`src/pkg/amd_regs.vh`:
```
// Constants of the addressing-mode decoder: prebytes, opcode fields, flags.
// Assumes opcode bits [7:4] select the addressing mode, bits [3:0] the operation.
`ifndef AMD_REGS_VH
`define AMD_REGS_VH

// Prebytes
`define AMD_PRE_NONE   8'h00
`define AMD_PRE_Y      8'h90
`define AMD_PRE_IY     8'h91
`define AMD_PRE_IND    8'h92

// Addressing mode field
`define AMD_M_INH      4'h0
`define AMD_M_IMM      4'h1
`define AMD_M_SDIR     4'h2
`define AMD_M_LDIR     4'h3
`define AMD_M_IX0      4'h4
`define AMD_M_IXS      4'h5
`define AMD_M_IXL      4'h6
`define AMD_M_REL      4'h7
`define AMD_M_BTJ      4'h8
`define AMD_M_RELATIVE_CALL_OP    4'hB

// Operation field, memory-operand modes
`define AMD_OP_LD      4'h0
`define AMD_OP_CP      4'h1
`define AMD_OP_AND     4'h2
`define AMD_OP_OR      4'h3
`define AMD_OP_XOR     4'h4
`define AMD_OP_ADD     4'h5
`define AMD_OP_ADC     4'h6
`define AMD_OP_SUB     4'h7
`define AMD_OP_SBC     4'h8
`define AMD_OP_BCP     4'h9
`define AMD_OP_LDX     4'hA

// Operation field, inherent mode
`define AMD_IN_NOP     4'h0
`define AMD_IN_SCF     4'h1
`define AMD_IN_RCF     4'h2
`define AMD_IN_SIM     4'h3
`define AMD_IN_RIM     4'h4

// Condition field, relative mode
`define AMD_JR_ALWAYS  4'h0
`define AMD_JR_NEVER   4'h1
`define AMD_JR_H1      4'h2
`define AMD_JR_H0      4'h3
`define AMD_JR_I1      4'h4
`define AMD_JR_I0      4'h5
`define AMD_JR_N1      4'h6
`define AMD_JR_N0      4'h7
`define AMD_JR_Z1      4'h8
`define AMD_JR_Z0      4'h9
`define AMD_JR_C1      4'hA
`define AMD_JR_C0      4'hB
`define AMD_JR_UGT     4'hC
`define AMD_JR_ULE     4'hD
`define AMD_JR_IRQ_HI  4'hE
`define AMD_JR_IRQ_LO  4'hF

// Condition-code bit positions
`define AMD_CC_H       4
`define AMD_CC_I       3
`define AMD_CC_N       2
`define AMD_CC_Z       1
`define AMD_CC_C       0

// Reset values and address constants
`define AMD_RST_PC     16'h0000
`define AMD_RST_CC     5'h08
`define AMD_RST_BYTE   8'h00
`define AMD_RST_WORD   16'h0000
`define AMD_PAGE0      8'h00
`define AMD_PC_STEP    16'h0001

`endif

```
`src/logic/amd_alu.v`:
```
// Accumulator ALU for the memory-operand instructions.
// Assumes the caller applies the result and flags only as the update outputs say.
`timescale 1ns/1ps
`include "amd_regs.vh"

module amd_alu (
  input  wire [3:0] op,
  input  wire [7:0] a,
  input  wire [7:0] d,
  input  wire       cin,
  output reg  [7:0] res,
  output reg        wr_acc,
  output reg        upd_nz,
  output reg        upd_h,
  output reg        upd_c,
  output reg        h,
  output reg        c,
  output wire       n,
  output wire       z
);
  reg       cu;
  reg       bu;
  reg [8:0] sum;
  reg [4:0] hs;
  reg [8:0] dif;

  always @* begin
    cu     = (op == `AMD_OP_ADC) ? cin : 1'b0;
    bu     = (op == `AMD_OP_SBC) ? cin : 1'b0;
    sum    = {1'b0, a} + {1'b0, d} + {8'h00, cu};
    hs     = {1'b0, a[3:0]} + {1'b0, d[3:0]} + {4'h0, cu};
    dif    = {1'b0, a} - {1'b0, d} - {8'h00, bu};
    res    = a;
    wr_acc = 1'b0;
    upd_nz = 1'b1;
    upd_h  = 1'b0;
    upd_c  = 1'b0;
    h      = hs[4];
    c      = 1'b0;
    case (op)
      `AMD_OP_LD:  begin res = d; wr_acc = 1'b1; end
      `AMD_OP_CP:  begin res = dif[7:0]; upd_c = 1'b1; c = dif[8]; end
      `AMD_OP_AND: begin res = a & d; wr_acc = 1'b1; end
      `AMD_OP_OR:  begin res = a | d; wr_acc = 1'b1; end
      `AMD_OP_XOR: begin res = a ^ d; wr_acc = 1'b1; end
      `AMD_OP_ADD, `AMD_OP_ADC: begin
        res = sum[7:0];
        wr_acc = 1'b1;
        upd_h = 1'b1;
        upd_c = 1'b1;
        c = sum[8];
      end
      `AMD_OP_SUB, `AMD_OP_SBC: begin
        res = dif[7:0];
        wr_acc = 1'b1;
        upd_c = 1'b1;
        c = dif[8];
      end
      `AMD_OP_BCP: res = a & d;
      `AMD_OP_LDX: res = d;
      default:     upd_nz = 1'b0;
    endcase
  end

  assign n = res[7];
  assign z = (res == `AMD_RST_BYTE);
endmodule

```
`src/logic/amd_core.v`:
```
// Instruction fetch, prebyte handling, effective address and execute sequencer.
// Assumes mem_rdata is valid, combinationally from mem_addr_reg, while mem_rd_reg is high.
`timescale 1ns/1ps
`include "amd_regs.vh"

// Function
// - Short direct: one address byte, page zero
// - Long direct: two address bytes, full space
// - Indexed address is unsigned index plus offset
// - No-offset indexed fetches no operand byte
// - Short indexed: byte offset, reach to 1FE
// - Long indexed: word offset plus index
// - Short indirect: byte pointer from page zero
// - Long indirect: word pointer via page-zero address
// - Indirect indexed: pointer value plus index
// - Short indirect indexed: byte pointer plus index
// - Relative: PC plus sign-extended 8-bit offset
// - Relative offset follows opcode or via pointer
// - ALU ops support immediate and all five memory forms
// - Prebyte, opcode, zero to two operand bytes
// - Prebyte 90 swaps first index for second
// - Prebyte 92 selects indirect forms
// - Prebyte 91 gives second-index indirect indexed
// - Opcode space decoded, extended by prebytes
// - Bit compare: AND, flags N Z only
// - Bit test branch on bit, bit to carry
// - Branches on interrupt line high or low
// - Single-flag branches and unsigned greater
module amd_core (
  input  wire        clk_sys,
  input  wire        rst,
  input  wire [7:0]  mem_rdata,
  input  wire        irq_line,
  output reg  [15:0] mem_addr_reg,
  output reg         mem_rd_reg,
  output reg  [15:0] pc_reg,
  output reg  [7:0]  acc_reg,
  output reg  [7:0]  x_reg,
  output reg  [7:0]  y_reg,
  output reg  [4:0]  cc_reg,
  output reg  [15:0] ea_reg,
  output reg  [15:0] ret_addr_reg,
  output reg         call_rel_reg,
  output reg         instr_done_reg
);
  localparam [3:0] S_FETCH = 4'h0;
  localparam [3:0] S_OPC   = 4'h1;
  localparam [3:0] S_OPND  = 4'h2;
  localparam [3:0] S_OPNDD = 4'h3;
  localparam [3:0] S_PTR   = 4'h4;
  localparam [3:0] S_PTRD  = 4'h5;
  localparam [3:0] S_RD    = 4'h6;
  localparam [3:0] S_RDD   = 4'h7;
  localparam [3:0] S_EX    = 4'h8;

  reg [3:0]  state_reg;
  reg [7:0]  pre_reg;
  reg [7:0]  opc_reg;
  reg [15:0] opb_reg;
  reg [15:0] ptr_reg;
  reg [7:0]  dat_reg;
  reg [1:0]  cnt_reg;
  reg        pcnt_reg;
  reg        irq_s1_reg;
  reg        irq_s2_reg;

  // Decode from the byte in flight while it is being taken as the opcode
  wire [7:0] cur_opc = (state_reg == S_OPC) ? mem_rdata : opc_reg;
  wire [3:0] mode    = cur_opc[7:4];
  wire [3:0] op      = cur_opc[3:0];

  function is_ind;
    input [7:0] pre;
    input [3:0] m;
    begin
      case (pre)
        `AMD_PRE_IND: is_ind = (m == `AMD_M_SDIR) || (m == `AMD_M_LDIR) ||
                               (m == `AMD_M_IXS) || (m == `AMD_M_IXL) ||
                               (m == `AMD_M_REL) || (m == `AMD_M_BTJ) ||
                               (m == `AMD_M_RELATIVE_CALL_OP);
        `AMD_PRE_IY:  is_ind = (m == `AMD_M_IXS) || (m == `AMD_M_IXL);
        default:      is_ind = 1'b0;
      endcase
    end
  endfunction

  function [1:0] opnd_count;
    input [3:0] m;
    input       ind;
    begin
      case (m)
        `AMD_M_IMM, `AMD_M_SDIR, `AMD_M_IXS,
        `AMD_M_REL, `AMD_M_RELATIVE_CALL_OP: opnd_count = 2'h1;
        `AMD_M_LDIR, `AMD_M_IXL:  opnd_count = ind ? 2'h1 : 2'h2;
        `AMD_M_BTJ:               opnd_count = 2'h2;
        default:                  opnd_count = 2'h0;
      endcase
    end
  endfunction

  function cond_true;
    input [3:0] k;
    input [4:0] f;
    input       irq;
    begin
      case (k)
        `AMD_JR_ALWAYS: cond_true = 1'b1;
        `AMD_JR_NEVER:  cond_true = 1'b0;
        `AMD_JR_H1:     cond_true = f[`AMD_CC_H];
        `AMD_JR_H0:     cond_true = ~f[`AMD_CC_H];
        `AMD_JR_I1:     cond_true = f[`AMD_CC_I];
        `AMD_JR_I0:     cond_true = ~f[`AMD_CC_I];
        `AMD_JR_N1:     cond_true = f[`AMD_CC_N];
        `AMD_JR_N0:     cond_true = ~f[`AMD_CC_N];
        `AMD_JR_Z1:     cond_true = f[`AMD_CC_Z];
        `AMD_JR_Z0:     cond_true = ~f[`AMD_CC_Z];
        `AMD_JR_C1:     cond_true = f[`AMD_CC_C];
        `AMD_JR_C0:     cond_true = ~f[`AMD_CC_C];
        `AMD_JR_UGT:    cond_true = ~(f[`AMD_CC_C] | f[`AMD_CC_Z]);
        `AMD_JR_ULE:    cond_true = f[`AMD_CC_C] | f[`AMD_CC_Z];
        `AMD_JR_IRQ_HI: cond_true = irq;
        `AMD_JR_IRQ_LO: cond_true = ~irq;
        default:        cond_true = 1'b0;
      endcase
    end
  endfunction

  wire       ind      = is_ind(pre_reg, mode);
  wire       use_y    = (pre_reg == `AMD_PRE_Y) || (pre_reg == `AMD_PRE_IY);
  wire [7:0] idx      = use_y ? y_reg : x_reg;
  wire       wide     = (mode == `AMD_M_LDIR) || (mode == `AMD_M_IXL);
  wire       indexed  = (mode == `AMD_M_IX0) || (mode == `AMD_M_IXS) ||
                        (mode == `AMD_M_IXL);
  wire       needs_rd = (mode == `AMD_M_SDIR) || (mode == `AMD_M_LDIR) || indexed ||
                        (mode == `AMD_M_BTJ);
  wire       is_pre   = (mem_rdata == `AMD_PRE_Y) || (mem_rdata == `AMD_PRE_IY) ||
                        (mem_rdata == `AMD_PRE_IND);

  // Page-zero pointer address, and short address byte before indexing
  wire [7:0]  paddr   = (mode == `AMD_M_BTJ) ? opb_reg[15:8] : opb_reg[7:0];
  wire [7:0]  b8      = ind ? ptr_reg[7:0] : paddr;
  wire [15:0] bv      = (mode == `AMD_M_IX0) ? 16'h0000 :
                        wide ? (ind ? ptr_reg : opb_reg) : {`AMD_PAGE0, b8};
  wire [15:0] ea      = bv + (indexed ? {`AMD_PAGE0, idx} : 16'h0000);

  // Branch offset: inline byte, or fetched through the pointer
  wire [7:0]  rel_off = (ind && (mode != `AMD_M_BTJ)) ? ptr_reg[7:0] : opb_reg[7:0];
  wire [15:0] target  = pc_reg + {{8{rel_off[7]}}, rel_off};
  wire [7:0]  opnd    = (mode == `AMD_M_IMM) ? opb_reg[7:0] : dat_reg;
  wire        tbit    = dat_reg[op[3:1]];

  wire [3:0]  after_opnd = ind ? S_PTR : (needs_rd ? S_RD : S_EX);

  wire [7:0] alu_res;
  wire       alu_wr;
  wire       alu_upd_nz;
  wire       alu_upd_h;
  wire       alu_upd_c;
  wire       alu_h;
  wire       alu_c;
  wire       alu_n;
  wire       alu_z;

  amd_alu u_alu (
    .op     (op),
    .a      (acc_reg),
    .d      (opnd),
    .cin    (cc_reg[`AMD_CC_C]),
    .res    (alu_res),
    .wr_acc (alu_wr),
    .upd_nz (alu_upd_nz),
    .upd_h  (alu_upd_h),
    .upd_c  (alu_upd_c),
    .h      (alu_h),
    .c      (alu_c),
    .n      (alu_n),
    .z      (alu_z)
  );

  always @(posedge clk_sys) begin
    irq_s1_reg <= irq_line;
    irq_s2_reg <= irq_s1_reg;
  end

  always @(posedge clk_sys) begin
    if (rst) begin
      state_reg      <= S_FETCH;
      pre_reg        <= `AMD_PRE_NONE;
      opc_reg        <= `AMD_RST_BYTE;
      opb_reg        <= `AMD_RST_WORD;
      ptr_reg        <= `AMD_RST_WORD;
      dat_reg        <= `AMD_RST_BYTE;
      cnt_reg        <= 2'h0;
      pcnt_reg       <= 1'b0;
      mem_addr_reg   <= `AMD_RST_PC;
      mem_rd_reg     <= 1'b0;
      pc_reg         <= `AMD_RST_PC;
      acc_reg        <= `AMD_RST_BYTE;
      x_reg          <= `AMD_RST_BYTE;
      y_reg          <= `AMD_RST_BYTE;
      cc_reg         <= `AMD_RST_CC;
      ea_reg         <= `AMD_RST_WORD;
      ret_addr_reg   <= `AMD_RST_PC;
      call_rel_reg   <= 1'b0;
      instr_done_reg <= 1'b0;
    end else begin
      mem_rd_reg     <= 1'b0;
      call_rel_reg   <= 1'b0;
      instr_done_reg <= 1'b0;
      case (state_reg)
        S_FETCH: begin
          mem_addr_reg <= pc_reg;
          mem_rd_reg   <= 1'b1;
          pc_reg       <= pc_reg + `AMD_PC_STEP;
          state_reg    <= S_OPC;
        end
        S_OPC: begin
          if (is_pre) begin
            pre_reg   <= mem_rdata;
            state_reg <= S_FETCH;
          end else begin
            opc_reg  <= mem_rdata;
            opb_reg  <= `AMD_RST_WORD;
            ptr_reg  <= `AMD_RST_WORD;
            pcnt_reg <= 1'b0;
            cnt_reg  <= opnd_count(mode, ind);
            if (opnd_count(mode, ind) == 2'h0)
              state_reg <= after_opnd;
            else
              state_reg <= S_OPND;
          end
        end
        S_OPND: begin
          mem_addr_reg <= pc_reg;
          mem_rd_reg   <= 1'b1;
          pc_reg       <= pc_reg + `AMD_PC_STEP;
          state_reg    <= S_OPNDD;
        end
        S_OPNDD: begin
          opb_reg <= {opb_reg[7:0], mem_rdata};
          cnt_reg <= cnt_reg - 2'h1;
          if (cnt_reg == 2'h1)
            state_reg <= after_opnd;
          else
            state_reg <= S_OPND;
        end
        S_PTR: begin
          mem_addr_reg <= {`AMD_PAGE0, paddr + {7'h00, pcnt_reg}};
          mem_rd_reg   <= 1'b1;
          state_reg    <= S_PTRD;
        end
        S_PTRD: begin
          ptr_reg <= {ptr_reg[7:0], mem_rdata};
          if (wide && !pcnt_reg) begin
            pcnt_reg  <= 1'b1;
            state_reg <= S_PTR;
          end else if (needs_rd) begin
            state_reg <= S_RD;
          end else begin
            state_reg <= S_EX;
          end
        end
        S_RD: begin
          mem_addr_reg <= ea;
          mem_rd_reg   <= 1'b1;
          ea_reg       <= ea;
          state_reg    <= S_RDD;
        end
        S_RDD: begin
          dat_reg   <= mem_rdata;
          state_reg <= S_EX;
        end
        S_EX: begin
          instr_done_reg <= 1'b1;
          pre_reg        <= `AMD_PRE_NONE;
          state_reg      <= S_FETCH;
          case (mode)
            `AMD_M_INH: begin
              case (op)
                `AMD_IN_SCF: cc_reg[`AMD_CC_C] <= 1'b1;
                `AMD_IN_RCF: cc_reg[`AMD_CC_C] <= 1'b0;
                `AMD_IN_SIM: cc_reg[`AMD_CC_I] <= 1'b1;
                `AMD_IN_RIM: cc_reg[`AMD_CC_I] <= 1'b0;
                default: ;
              endcase
            end
            `AMD_M_IMM, `AMD_M_SDIR, `AMD_M_LDIR,
            `AMD_M_IX0, `AMD_M_IXS, `AMD_M_IXL: begin
              if (alu_wr)
                acc_reg <= alu_res;
              if ((op == `AMD_OP_LDX) && use_y)
                y_reg <= alu_res;
              if ((op == `AMD_OP_LDX) && !use_y)
                x_reg <= alu_res;
              if (alu_upd_nz) begin
                cc_reg[`AMD_CC_N] <= alu_n;
                cc_reg[`AMD_CC_Z] <= alu_z;
              end
              if (alu_upd_h)
                cc_reg[`AMD_CC_H] <= alu_h;
              if (alu_upd_c)
                cc_reg[`AMD_CC_C] <= alu_c;
            end
            `AMD_M_REL: begin
              if (cond_true(op, cc_reg, irq_s2_reg))
                pc_reg <= target;
            end
            `AMD_M_RELATIVE_CALL_OP: begin
              ret_addr_reg <= pc_reg;
              call_rel_reg <= 1'b1;
              pc_reg       <= target;
            end
            `AMD_M_BTJ: begin
              cc_reg[`AMD_CC_C] <= tbit;
              if (tbit == op[0])
                pc_reg <= target;
            end
            default: ;
          endcase
        end
        default: state_reg <= S_FETCH;
      endcase
    end
  end
endmodule

```
`config.mk`:
```
export PLATFORM = sky130hd
export DESIGN_NAME = amd_core
export DESIGN_NICKNAME = d
export VERILOG_FILES = /design/src/logic/amd_alu.v /design/src/logic/amd_core.v
export VERILOG_INCLUDE_DIRS = /design/src /design/src/pkg
export SDC_FILE = /design/constraint.sdc
export NUM_CORES = 1
export LEC_CHECK = 0
export ABC_AREA = 1
export BUFFER_PORTS_ARGS = -buffer_cell sky130_fd_sc_hd__buf_2
export CAP_MARGIN = 15
export CORE_UTILIZATION = 54
export CTS_CLUSTER_DIAMETER = 60
export DETAILED_ROUTE_END_ITERATION = 8
export GPL_ROUTABILITY_DRIVEN = 0
export PLACE_DENSITY_LB_ADDON = 0.08
export RECOVER_POWER = 25
export SLEW_MARGIN = 10
export SYNTH_ARGS = -nofsm -noshare
export SYNTH_HDL_FRONTEND = slang
export SYNTH_HIERARCHICAL = 1
export SYNTH_SLANG_ARGS = --single-unit
export TNS_END_PERCENT = 50
```
`constraint.sdc`:
```
create_clock -name clk_sys -period 4.05 [get_ports clk_sys]
set_clock_uncertainty 0.05 [all_clocks]
set_input_delay 0.6075 -clock clk_sys [delete_from_list [all_inputs] [get_ports clk_sys]]
set_output_delay 0.6075 -clock clk_sys [all_outputs]
set_load 0.02 [all_outputs]
```
==> results.md, run 1 <==
* RSZ-0062 raised after global routing: yes
* Slew Viols, Final at 0
* Worst hold start: irq_line
* Synth top area share at 32.4%
* Dpl hpwl at 23000 um
* Worst setup slack after layout at ~0.19 ns
* Hold Buf Count CTS at 0
* Number of synthesized register bits at 161
* Root buf cell: clkbuf_16
* Initial antenna violation count at 0
* DRT Wirelength at 31500 um
* Nets at 1721
* Final setup fails at 0
* Initial detailed-routing violation count at 1209
* Post-synthesis simple-gate area fraction at between 20 and 30%
* # IOs at 107
* Initial core utilization at 55.2%
* # DRC at 0
* Synth Area in XOR/XNOR at around 1.7%
* Share of layout cells above drive strength 1 at 15.4%
* CP Capture Type: flop
* CP Max Fanout at 6
* Final Hold Fails at 0
* Post-route cell area at 0.0119 mm^2
* First-pass GRT wire length at between 40000 and 50000 um
* Required time worst endpoint at 4.38 ns
* Largest net degree at the start of global routing at just under 70
* CP dominant cell by count: nand2_1
* Synth Instances at 1490
* Status: finished clean
* Mean routed wirelength per cell at approximately 17 um
* Max transition margin at 24.5%
* Final worst-path cycle share at ~95%
* Post-synth EDFFs at 0
* Crit path kind: reg -> reg
* P per Cell Area at 619 mW/mm^2
* YS warnings at 6
* Post-synthesis mux area share at 0%
* Critical path launch point type: flop
* Final core utilization at between 60 and 70%
* Critical R2R Launch: state_reg[2]
* Largest family of logic cells by synthesized area: simple AND/OR/NAND/NOR gates
* Reg clk slew, reported paths at 0.08 ns
* Gr usage total at 32.8%
* Yosys cell types at between 50 and 60
* Row Count at 49
* Antenna Cells at 0
* CP max stage cell: ha_2
* Avg Cell Area, Syn at 6.68 um^2
* Setup TNS at 0 ns
* Max clock buf depth at 2
* DP Area at 0.0112 mm^2
* CTS tree: yes
* Via count at 10700
* Die area at 0.0190 mm^2
* Synth top cells by count: nand2_1, a21oi_1, inv_1
* Setup crit start: state_reg[2]
* Fmax at ~260 MHz
* CP arrival at around 4.2 ns
* Crit-path max cell delay at 0.37 ns
* Port bufs at 106
* Filler cells at between 1500 and 2000
* H-tree Lvls at 4
* GR Overflow Total at 0
* CTS Sinks at 161
* Dpl ws at -0.0916 ns
* Die Y at between 100 and 150 um
* Die Span X at roughly 140 um
* Post-synthesis sequential area ratio at 32.4%
* Worst-Margin Slew at 1.13 ns
* Post-synth top flop: dfxtp_1
* Max VDD drop at ~0.50 mV
* ANT nets after route at 0
* Mapped Area at 0.00996 mm^2
* Net count after synthesis at 1562
* Vias/cell at 5.68
* Compound-gate portion of the synthesized area at 19.9%
* Area of the multi-input gates at ~0.006 mm^2
* Core area at 0.0180 mm^2
* Clock period minus worst slack at just under 4 ns
* TritonCTS buffer count at 17
* Clk_lat worst skew at 0.44 ns
* Power, Total at 7.37 mW
* Area delta synth->final at 19.5%
* Leak at about 5.2 nW
* Post-synthesis adder-cell area fraction at a little over 8%
* Max_cap viols at 0
* Drt first pass iters at 6
* Cell accounting for the most synthesized area: dfxtp_1
* Number of global-route vias before repair at 9202
* Sequential cell area at 0.00323 mm^2
* Most frequent cell after synthesis: nand2_1
* Hold/Removal Path Class: in -> reg
* Top post-synthesis cells by area: dfxtp_1, nand2_1, a21oi_1
* Ys async rst share at 0%
[cell type report]
type,instances,area share (%)
clock inverters,15,1.31
repair buffers,191,9.37
multi-input cells,1099,50.6
well taps,229,2.41
inverters,179,5.65
flip-flops and latches,161,27.1
clock buffers,17,3.57
[through the flow]
step           hold WS (ns)  cells
6_report              0.214   1891
5_1_grt               0.207   1891
4_1_cts               0.211   1885
3_5_place_dp          0.265   1853
3_3_place_gp          0.261   1853
2_1_floorplan         0.260   1490
[report_power, final]
group / switching, mW / internal (mW)
clock network: 0.781 / 0.827
logic: 2.49 / 1.22
registers: 0.256 / 1.80
total: 3.52 / 3.85
[worst max-delay path, delay by kind of cell, from the launching register on]
kind / cells / cell delay, ns
simple gates: 21 / 1.88
compound gates: 5 / 0.83
fa+ha+maj: 1 / 0.37
flops: 1 / 0.36
buf+inv: 2 / 0.31
[timing repair]
item / in CTS / in global routing
endpoints found under the setup margin: 3 / 39
pin swaps: 0 / 11
gates cloned: 0 / 0
buffers inserted: 0 / 6
resized for setup: 3 / 65
[layer usage]
layer	up-vias	wire length (um)	global-route usage [%]
met5	-	0	0
met4	0	656	10.4
met3	58	2470	4.93
met2	448	13600	49.1
met1	4957	14800	47.7
li1	5273	-	-
[final timing paths]
check | end | slack, ns | cells after the start
hold / removal | irq_s1_reg | 0.21 | 1
hold reg to reg | irq_s2_reg | 0.29 | 0
setup reg to reg | pc_reg[15] | 0.19 | 29
setup / recovery | pc_reg[15] | 0.19 | 29
[cells in the final DEF (no fill, tap or decap), types with 53 or more instances in the layout]
cell,n
ha_1,53
nand2_1,350
nor2_1,109
o21ai_0,102
inv_1,164
nand3_1,111
a21oi_1,176
dfxtp_1,158
clkbuf_1,59
buf_4,82
[kinds of logic (layout without fill, tap and decap cells)]
logic type | after synthesis | after routing
xor+xnor | 19 | 19
flops | 161 | 161
compound gates | 366 | 366
fa+ha+maj | 61 | 61
buf+inv | 230 | 402
simple gates | 653 | 653
No activity file was read; power rests on OpenSTA's default activity.
==> inputs of run 2 (changes only) <==
==> constraint.sdc (replaced) <==
create_clock -name clk_sys -period 4.05 [get_ports clk_sys]
set_clock_uncertainty 0.05 [all_clocks]
set_input_delay 0 -clock clk_sys [delete_from_list [all_inputs] [get_ports clk_sys]]
set_output_delay 0 -clock clk_sys [all_outputs]
set_load 0.02 [all_outputs]
==> run 2 against run 1 <==
Compared with the run above:
- worst setup slack improved by 0.055 ns
- global-route usage fell by 0.21 points
- first-iteration DRC count fell by 20%
- clock power rose by 2%
- final cell count fell by 0.74%
- via count fell by 1.6%
- critical path type unchanged
==> results.md, run 2 (synthesized netlist as in run 1, its figures left out) <==
* Power, Total at 7.30 mW
* Crit-path max cell delay at between 0.3 and 0.4 ns
* Port bufs at 106
* Final Hold Fails at 0
* Worst-Margin Slew at 1.08 ns
* H-tree Lvls at 4
* Slew Viols, Final at 0
* Area delta synth->final at 19.0%
* CP dominant cell by count: nand2_1
* CTS tree: yes
* Dpl ws at -0.0798 ns
* Die Y at around 140 um
* DRT Wirelength at 30800 um
* Most common cell after layout, fill and taps aside: nand2_1
* Reg clk slew, reported paths at about 0.070 ns
* Number of global-route vias before repair at 9095
* Core area at about 0.018 mm^2
* Row Count at 49
* Critical path launch point type: flop
* # DRC at 0
* Final setup fails at 0
* Initial detailed-routing violation count at 964
* Vias/cell at 5.63
* Root buf cell: clkbuf_16
* TritonCTS buffer count at 17
* Leak at 5.12 nW
* Required time worst endpoint at roughly 4.3 ns
* CP Capture Type: flop
* Die area at 0.0190 mm^2
* Die Span X at 138 um
* Fmax at 263 MHz
* # IOs at between 100 and 150
* Drt first pass iters at 6
* CTS Sinks at 161
* GR Overflow Total at 0
* Commonest cells after routing, fill and taps aside: nand2_1, a21oi_1, inv_1, dfxtp_1, nor2_1
* Status: finished clean
* CP Buf/Inv Count at 4
* Dpl hpwl at approximately 23000 um
* CP max stage cell: dfxtp_2
* Worst path top cell family by delay: compound AO/OA/AOI/OAI gates
* Initial antenna violation count at 1
* Max_cap viols at 0
* Max transition margin at 27.9%
* Mean routed wirelength per cell at approximately 16 um
* First-pass GRT wire length at roughly 47000 um
* ANT nets after route at 0
* Share of layout cells above drive strength 1 at 14.8%
* Via count at 10600
* P per Cell Area at 616 mW/mm^2
* CP Max Fanout at 6
* Largest net degree at the start of global routing at 68
* Final worst-path cycle share at 93.8%
* Max clock buf depth at 2
* Clock period minus worst slack at between 3 and 4 ns
* Initial core utilization at 55.2%
* Crit path kind: reg -> reg
* Worst setup slack after layout at 0.249 ns
* Nets at between 1500 and 2000
* CP arrival at 4.06 ns
* Hold/Removal Path Class: in -> reg
* Final core utilization at 65.7%
* Clk_lat worst skew at 0.43 ns
* RSZ-0062 raised after global routing: yes
* Max VDD drop at 0.441 mV
* Gr usage total at 32.5%
run 2: cell count changes in the layout (fill, tap and decap cells not counted), moves of 3 or more:
cell	change
inv_2	+3
a21oi_1	+3
nand2_2	+4
nand3_2	+3
nand3_1	-4
nand2_1	-3
dlygate4sd3_1	+9
inv_1	-3
buf_4	-21
a21oi_2	-3
o21ai_1	-4
run 2: power breakdown:
part | switching (mW) | internal (mW)
Sequential | 0.257 | 1.80
Combinational | 2.46 | 1.14
Clock | 0.748 | 0.899
Total | 3.46 | 3.84
run 2: what timing repair did:
action | 4_1_cts | 5_1_grt
resized for setup | 1 | 75
pin swaps | 0 | 11
hold buffers | 9 | 0
endpoints found under the setup margin | 6 | 48
setup buffers | 0 | 13
hold endpoints to repair | 34 | 0
run 2: layout make-up:
cell class | count | area [um^2]
Sequential cell | 161 | 3230
Fill cell | 1681 | 6180
Antenna cell | 1 | 2.50
Inverter | 179 | 672
Clock inverter | 14 | 163
Clock buffer | 18 | 439
Timing Repair Buffer | 176 | 1000
Multi-Input combinational cell | 1099 | 6060
Tap cell | 229 | 287
run 2: worst reg2reg max path, stage by stage (launching register included):
cell	delay, ns
dfxtp_2	0.34
nor2_4	0.21
buf_4	0.15
nand3_1	0.12
nand2_4	0.15
nand2_1	0.11
inv_1	0.08
nand2_2	0.09
inv_2	0.12
nand2_1	0.07
o21ai_2	0.08
o21ai_1	0.11
a21oi_2	0.19
ha_2	0.24
fa_2	0.22
a21oi_1	0.07
o21ai_1	0.19
nand2_1	0.09
inv_1	0.08
o21a_1	0.12
nor2_2	0.05
o21ai_2	0.18
nand2_1	0.09
nor2_2	0.12
a21oi_1	0.08
o21ai_1	0.16
a21oi_1	0.10
run 2: path summary, 6_finish.rpt:
kind / startpoint / end / slack (ns) / depth (start not counted)
worst min register to register: irq_s1_reg / irq_s2_reg / 0.28 / 0
worst max-delay path: state_reg[2] / ea_reg[10] / 0.25 / 26
worst max register to register: state_reg[2] / ea_reg[10] / 0.25 / 26
worst min-delay path: rst / ea_reg[12] / 0.05 / 3
run 2: routing by layer:
metal  share of wire [%]  vias up  global-route usage, %
li1                    -     5226                      -
met1                  46     4812                   47.8
met2                  42      473                   46.8
met3                 9.5       55                   5.70
met4                 2.7        0                   12.1
met5                   0        -                      0
run 2: through the flow:
| stage | TNS (ns) | instance area, um^2 | hold WS (ns) | instances |
|---|---|---|---|---|
| final | 0 | 11800 | 0.0508 | 1877 |
| after floorplan | 0 | 9960 | -0.0223 | 1490 |
| after CTS | 0 | 11600 | 0.0478 | 1862 |
| after detailed placement | -0.408 | 10900 | 0.0592 | 1821 |
| after global placement | 0 | 10900 | 0.0566 | 1821 |
| after global routing | -0.429 | 11800 | 0.0609 | 1876 |
==> inputs of run 3 (changes only) <==
--- a/config.mk
+++ b/config.mk
@@ -7,8 +7,8 @@
 export NUM_CORES = 1
 export LEC_CHECK = 0
 export ABC_AREA = 1
-export BUFFER_PORTS_ARGS = -buffer_cell sky130_fd_sc_hd__buf_2
-export CAP_MARGIN = 15
+export BUFFER_PORTS_ARGS = -buffer_cell sky130_fd_sc_hd__buf_4
+export CAP_MARGIN = 20
 export CORE_UTILIZATION = 54
 export CTS_CLUSTER_DIAMETER = 60
 export DETAILED_ROUTE_END_ITERATION = 8
==> run 3 against run 2 <==
Compared with the run above:
- critical path type unchanged
- critical endpoint is now pc_reg[14]
- global-route usage grew 0.83 points
- wire length rose by 3.6%
- the run now ends with capacitance limit, slew limit left
- register-to-register slack got worse by 0.18 ns
- critical path depth fell by 1
- largest power group unchanged
- cell area grew 1.2%
- power is 1.3% higher
==> results.md, run 3 (synthesized netlist as in run 1, its figures left out) <==
* Status: finished, violations left
* Failing checks: capacitance limit, slew limit
* Share of layout cells above drive strength 1 at roughly 14%
* Crit-path max cell delay at 0.34 ns
* Worst setup slack after layout at 0.0675 ns
* Worst-Margin Slew at 2.32 ns
* Final core utilization at 66.5%
* Drt first pass iters at 5
* Final Hold Fails at 0
* Gate power share at 49.3%
* Via count at 10600
* Number of global-route vias before repair at just over 9000
* Max VDD drop at 0.600 mV
* CTS Sinks at between 150 and 200
* CP arrival at 4.26 ns
* Core area at 0.0180 mm^2
* H-tree Lvls at 4
* Psw at 3.50 mW
* Worst path top cell family by delay: simple AND/OR/NAND/NOR gates
* Die area at 0.0190 mm^2
* Gr usage total at 33.4%
* Pint at 3.90 mW
* Initial antenna violation count at 0
* Vias/cell at between 5 and 6
* CP Capture Type: flop
* Max_cap viols at 1
* Dpl hpwl at around 23000 um
* Mean routed wirelength per cell at 17.0 um
* Sequential cell fraction of total power at 28.1%
* DRT Wirelength at 32000 um
* RSZ-0062 raised after global routing: yes
* TritonCTS buffer count at 17
* # IOs at 107
* Die Span X at 138 um
* CTS tree: yes
* First-pass GRT wire length at approximately 48000 um
* Row Count at 49
* Max transition margin at -54.7%
* Largest net degree at the start of global routing at 68
* Slew Viols, Final at 48
* GR Overflow Total at 0
* Commonest cells after routing, fill and taps aside: nand2_1, a21oi_1, inv_1, dfxtp_1, nor2_1
* ANT nets after route at 0
* Clock period minus worst slack at 3.98 ns
* Most common cell after layout, fill and taps aside: nand2_1
* Sw Ratio at 47.2%
* Die Y at 138 um
* # DRC at 0
* Reg clk slew, reported paths at about 0.07 ns
* Setup TNS at 0 ns
* P per Cell Area at 617 mW/mm^2
* Initial detailed-routing violation count at ~1000
* Nets at around 1700
* CP Buf/Inv Count at 3
* Initial core utilization at 55.2%
* Final worst-path cycle share at a little over nine tenths
* Final setup fails at 0
* Required time worst endpoint at 4.32 ns
* Fmax at ~250 MHz
* Worst hold start: irq_line
* Hold/Removal Path Class: in -> reg
* Clk_lat worst skew at 0.44 ns
* CP max stage cell: dfxtp_2
* Leak at 5.16 nW
* Antenna Cells at 0
* CP Max Fanout at 6
* Setup crit start: state_reg[2]
* Critical path launch point type: flop
* Port bufs at 106
* Max clock buf depth at 2
* Crit path kind: reg -> reg
* Clk pwr share at between 20% and 30%
* Area delta synth->final at 20.5%
* Root buf cell: clkbuf_16
* Critical R2R Launch: state_reg[2]
* Dpl ws at 0.0206 ns
==> run 3: changes by cell type in the layout (fill, tap and decap cells not counted), moves of 3 or more <==
| cell | delta |
|---|---|
| inv_4 | +3 |
| buf_4 | +48 |
| buf_2 | -47 |
| inv_8 | -4 |
| inv_2 | -6 |
==> run 3: metrics by stage <==
| stage | power, mW | cells | hold slack, ns | cell area [um^2] |
|---|---|---|---|---|
| global route | 7.89 | 1882 | 0.187 | 12000 |
| floorplan | 4.39 | 1490 | -0.0223 | 9960 |
| CTS | 7.21 | 1870 | 0.148 | 11900 |
| finish | 7.40 | 1882 | 0.176 | 12000 |
| detailed placement | 5.53 | 1828 | 0.0559 | 11200 |
| global placement | 5.50 | 1828 | 0.0577 | 11200 |
==> run 3: what timing repair did <==
action,4_1_cts,5_1_grt
hold buffers,11,0
gates resized for setup,1,70
endpoints found under the hold margin,38,0
setup buffers,0,12
endpoints found under the setup margin,1,35
pin swaps,0,15
==> run 3: power by group through the flow <==
stage | clock (mW) | combinational [mW] | sequential [mW]
2_1_floorplan | 0 | 2.22 | 2.17
3_3_place_gp | 0 | 3.40 | 2.10
3_5_place_dp | 0 | 3.43 | 2.10
4_1_cts | 1.68 | 3.47 | 2.07
5_1_grt | 1.74 | 4.06 | 2.10
6_report | 1.67 | 3.65 | 2.08
==> run 3: area by class of cell <==
| class | instances | area (um^2) |
|---|---|---|
| well taps | 229 | 287 |
| inverters | 179 | 679 |
| multi-input cells | 1099 | 6030 |
| flip-flops and latches | 161 | 3230 |
| repair buffers | 183 | 1180 |
| clock buffers | 17 | 425 |
| fillers | 1685 | 6030 |
| clock inverters | 14 | 169 |
==> run 3: metal layers <==
metal  global-route usage (%)  up-vias  routed length (um)  part of all wire [%]
met5                        0        -                   0                     0
met4                     11.1        0                 788                   2.5
met3                     5.59       70                2630                   8.2
met2                     49.6      441               13800                    43
met1                     48.4     4879               14700                    46
li1                         -     5246                   -                     -
==> run 3: path summary, 6_finish.rpt <==
| kind | to | slack, ns | depth (start not counted) |
|---|---|---|---|
| min reg2reg | irq_s2_reg | 0.28 | 0 |
| max reg2reg | pc_reg[14] | 0.07 | 25 |
| max | pc_reg[14] | 0.07 | 25 |
| min | irq_s1_reg | 0.18 | 2 |
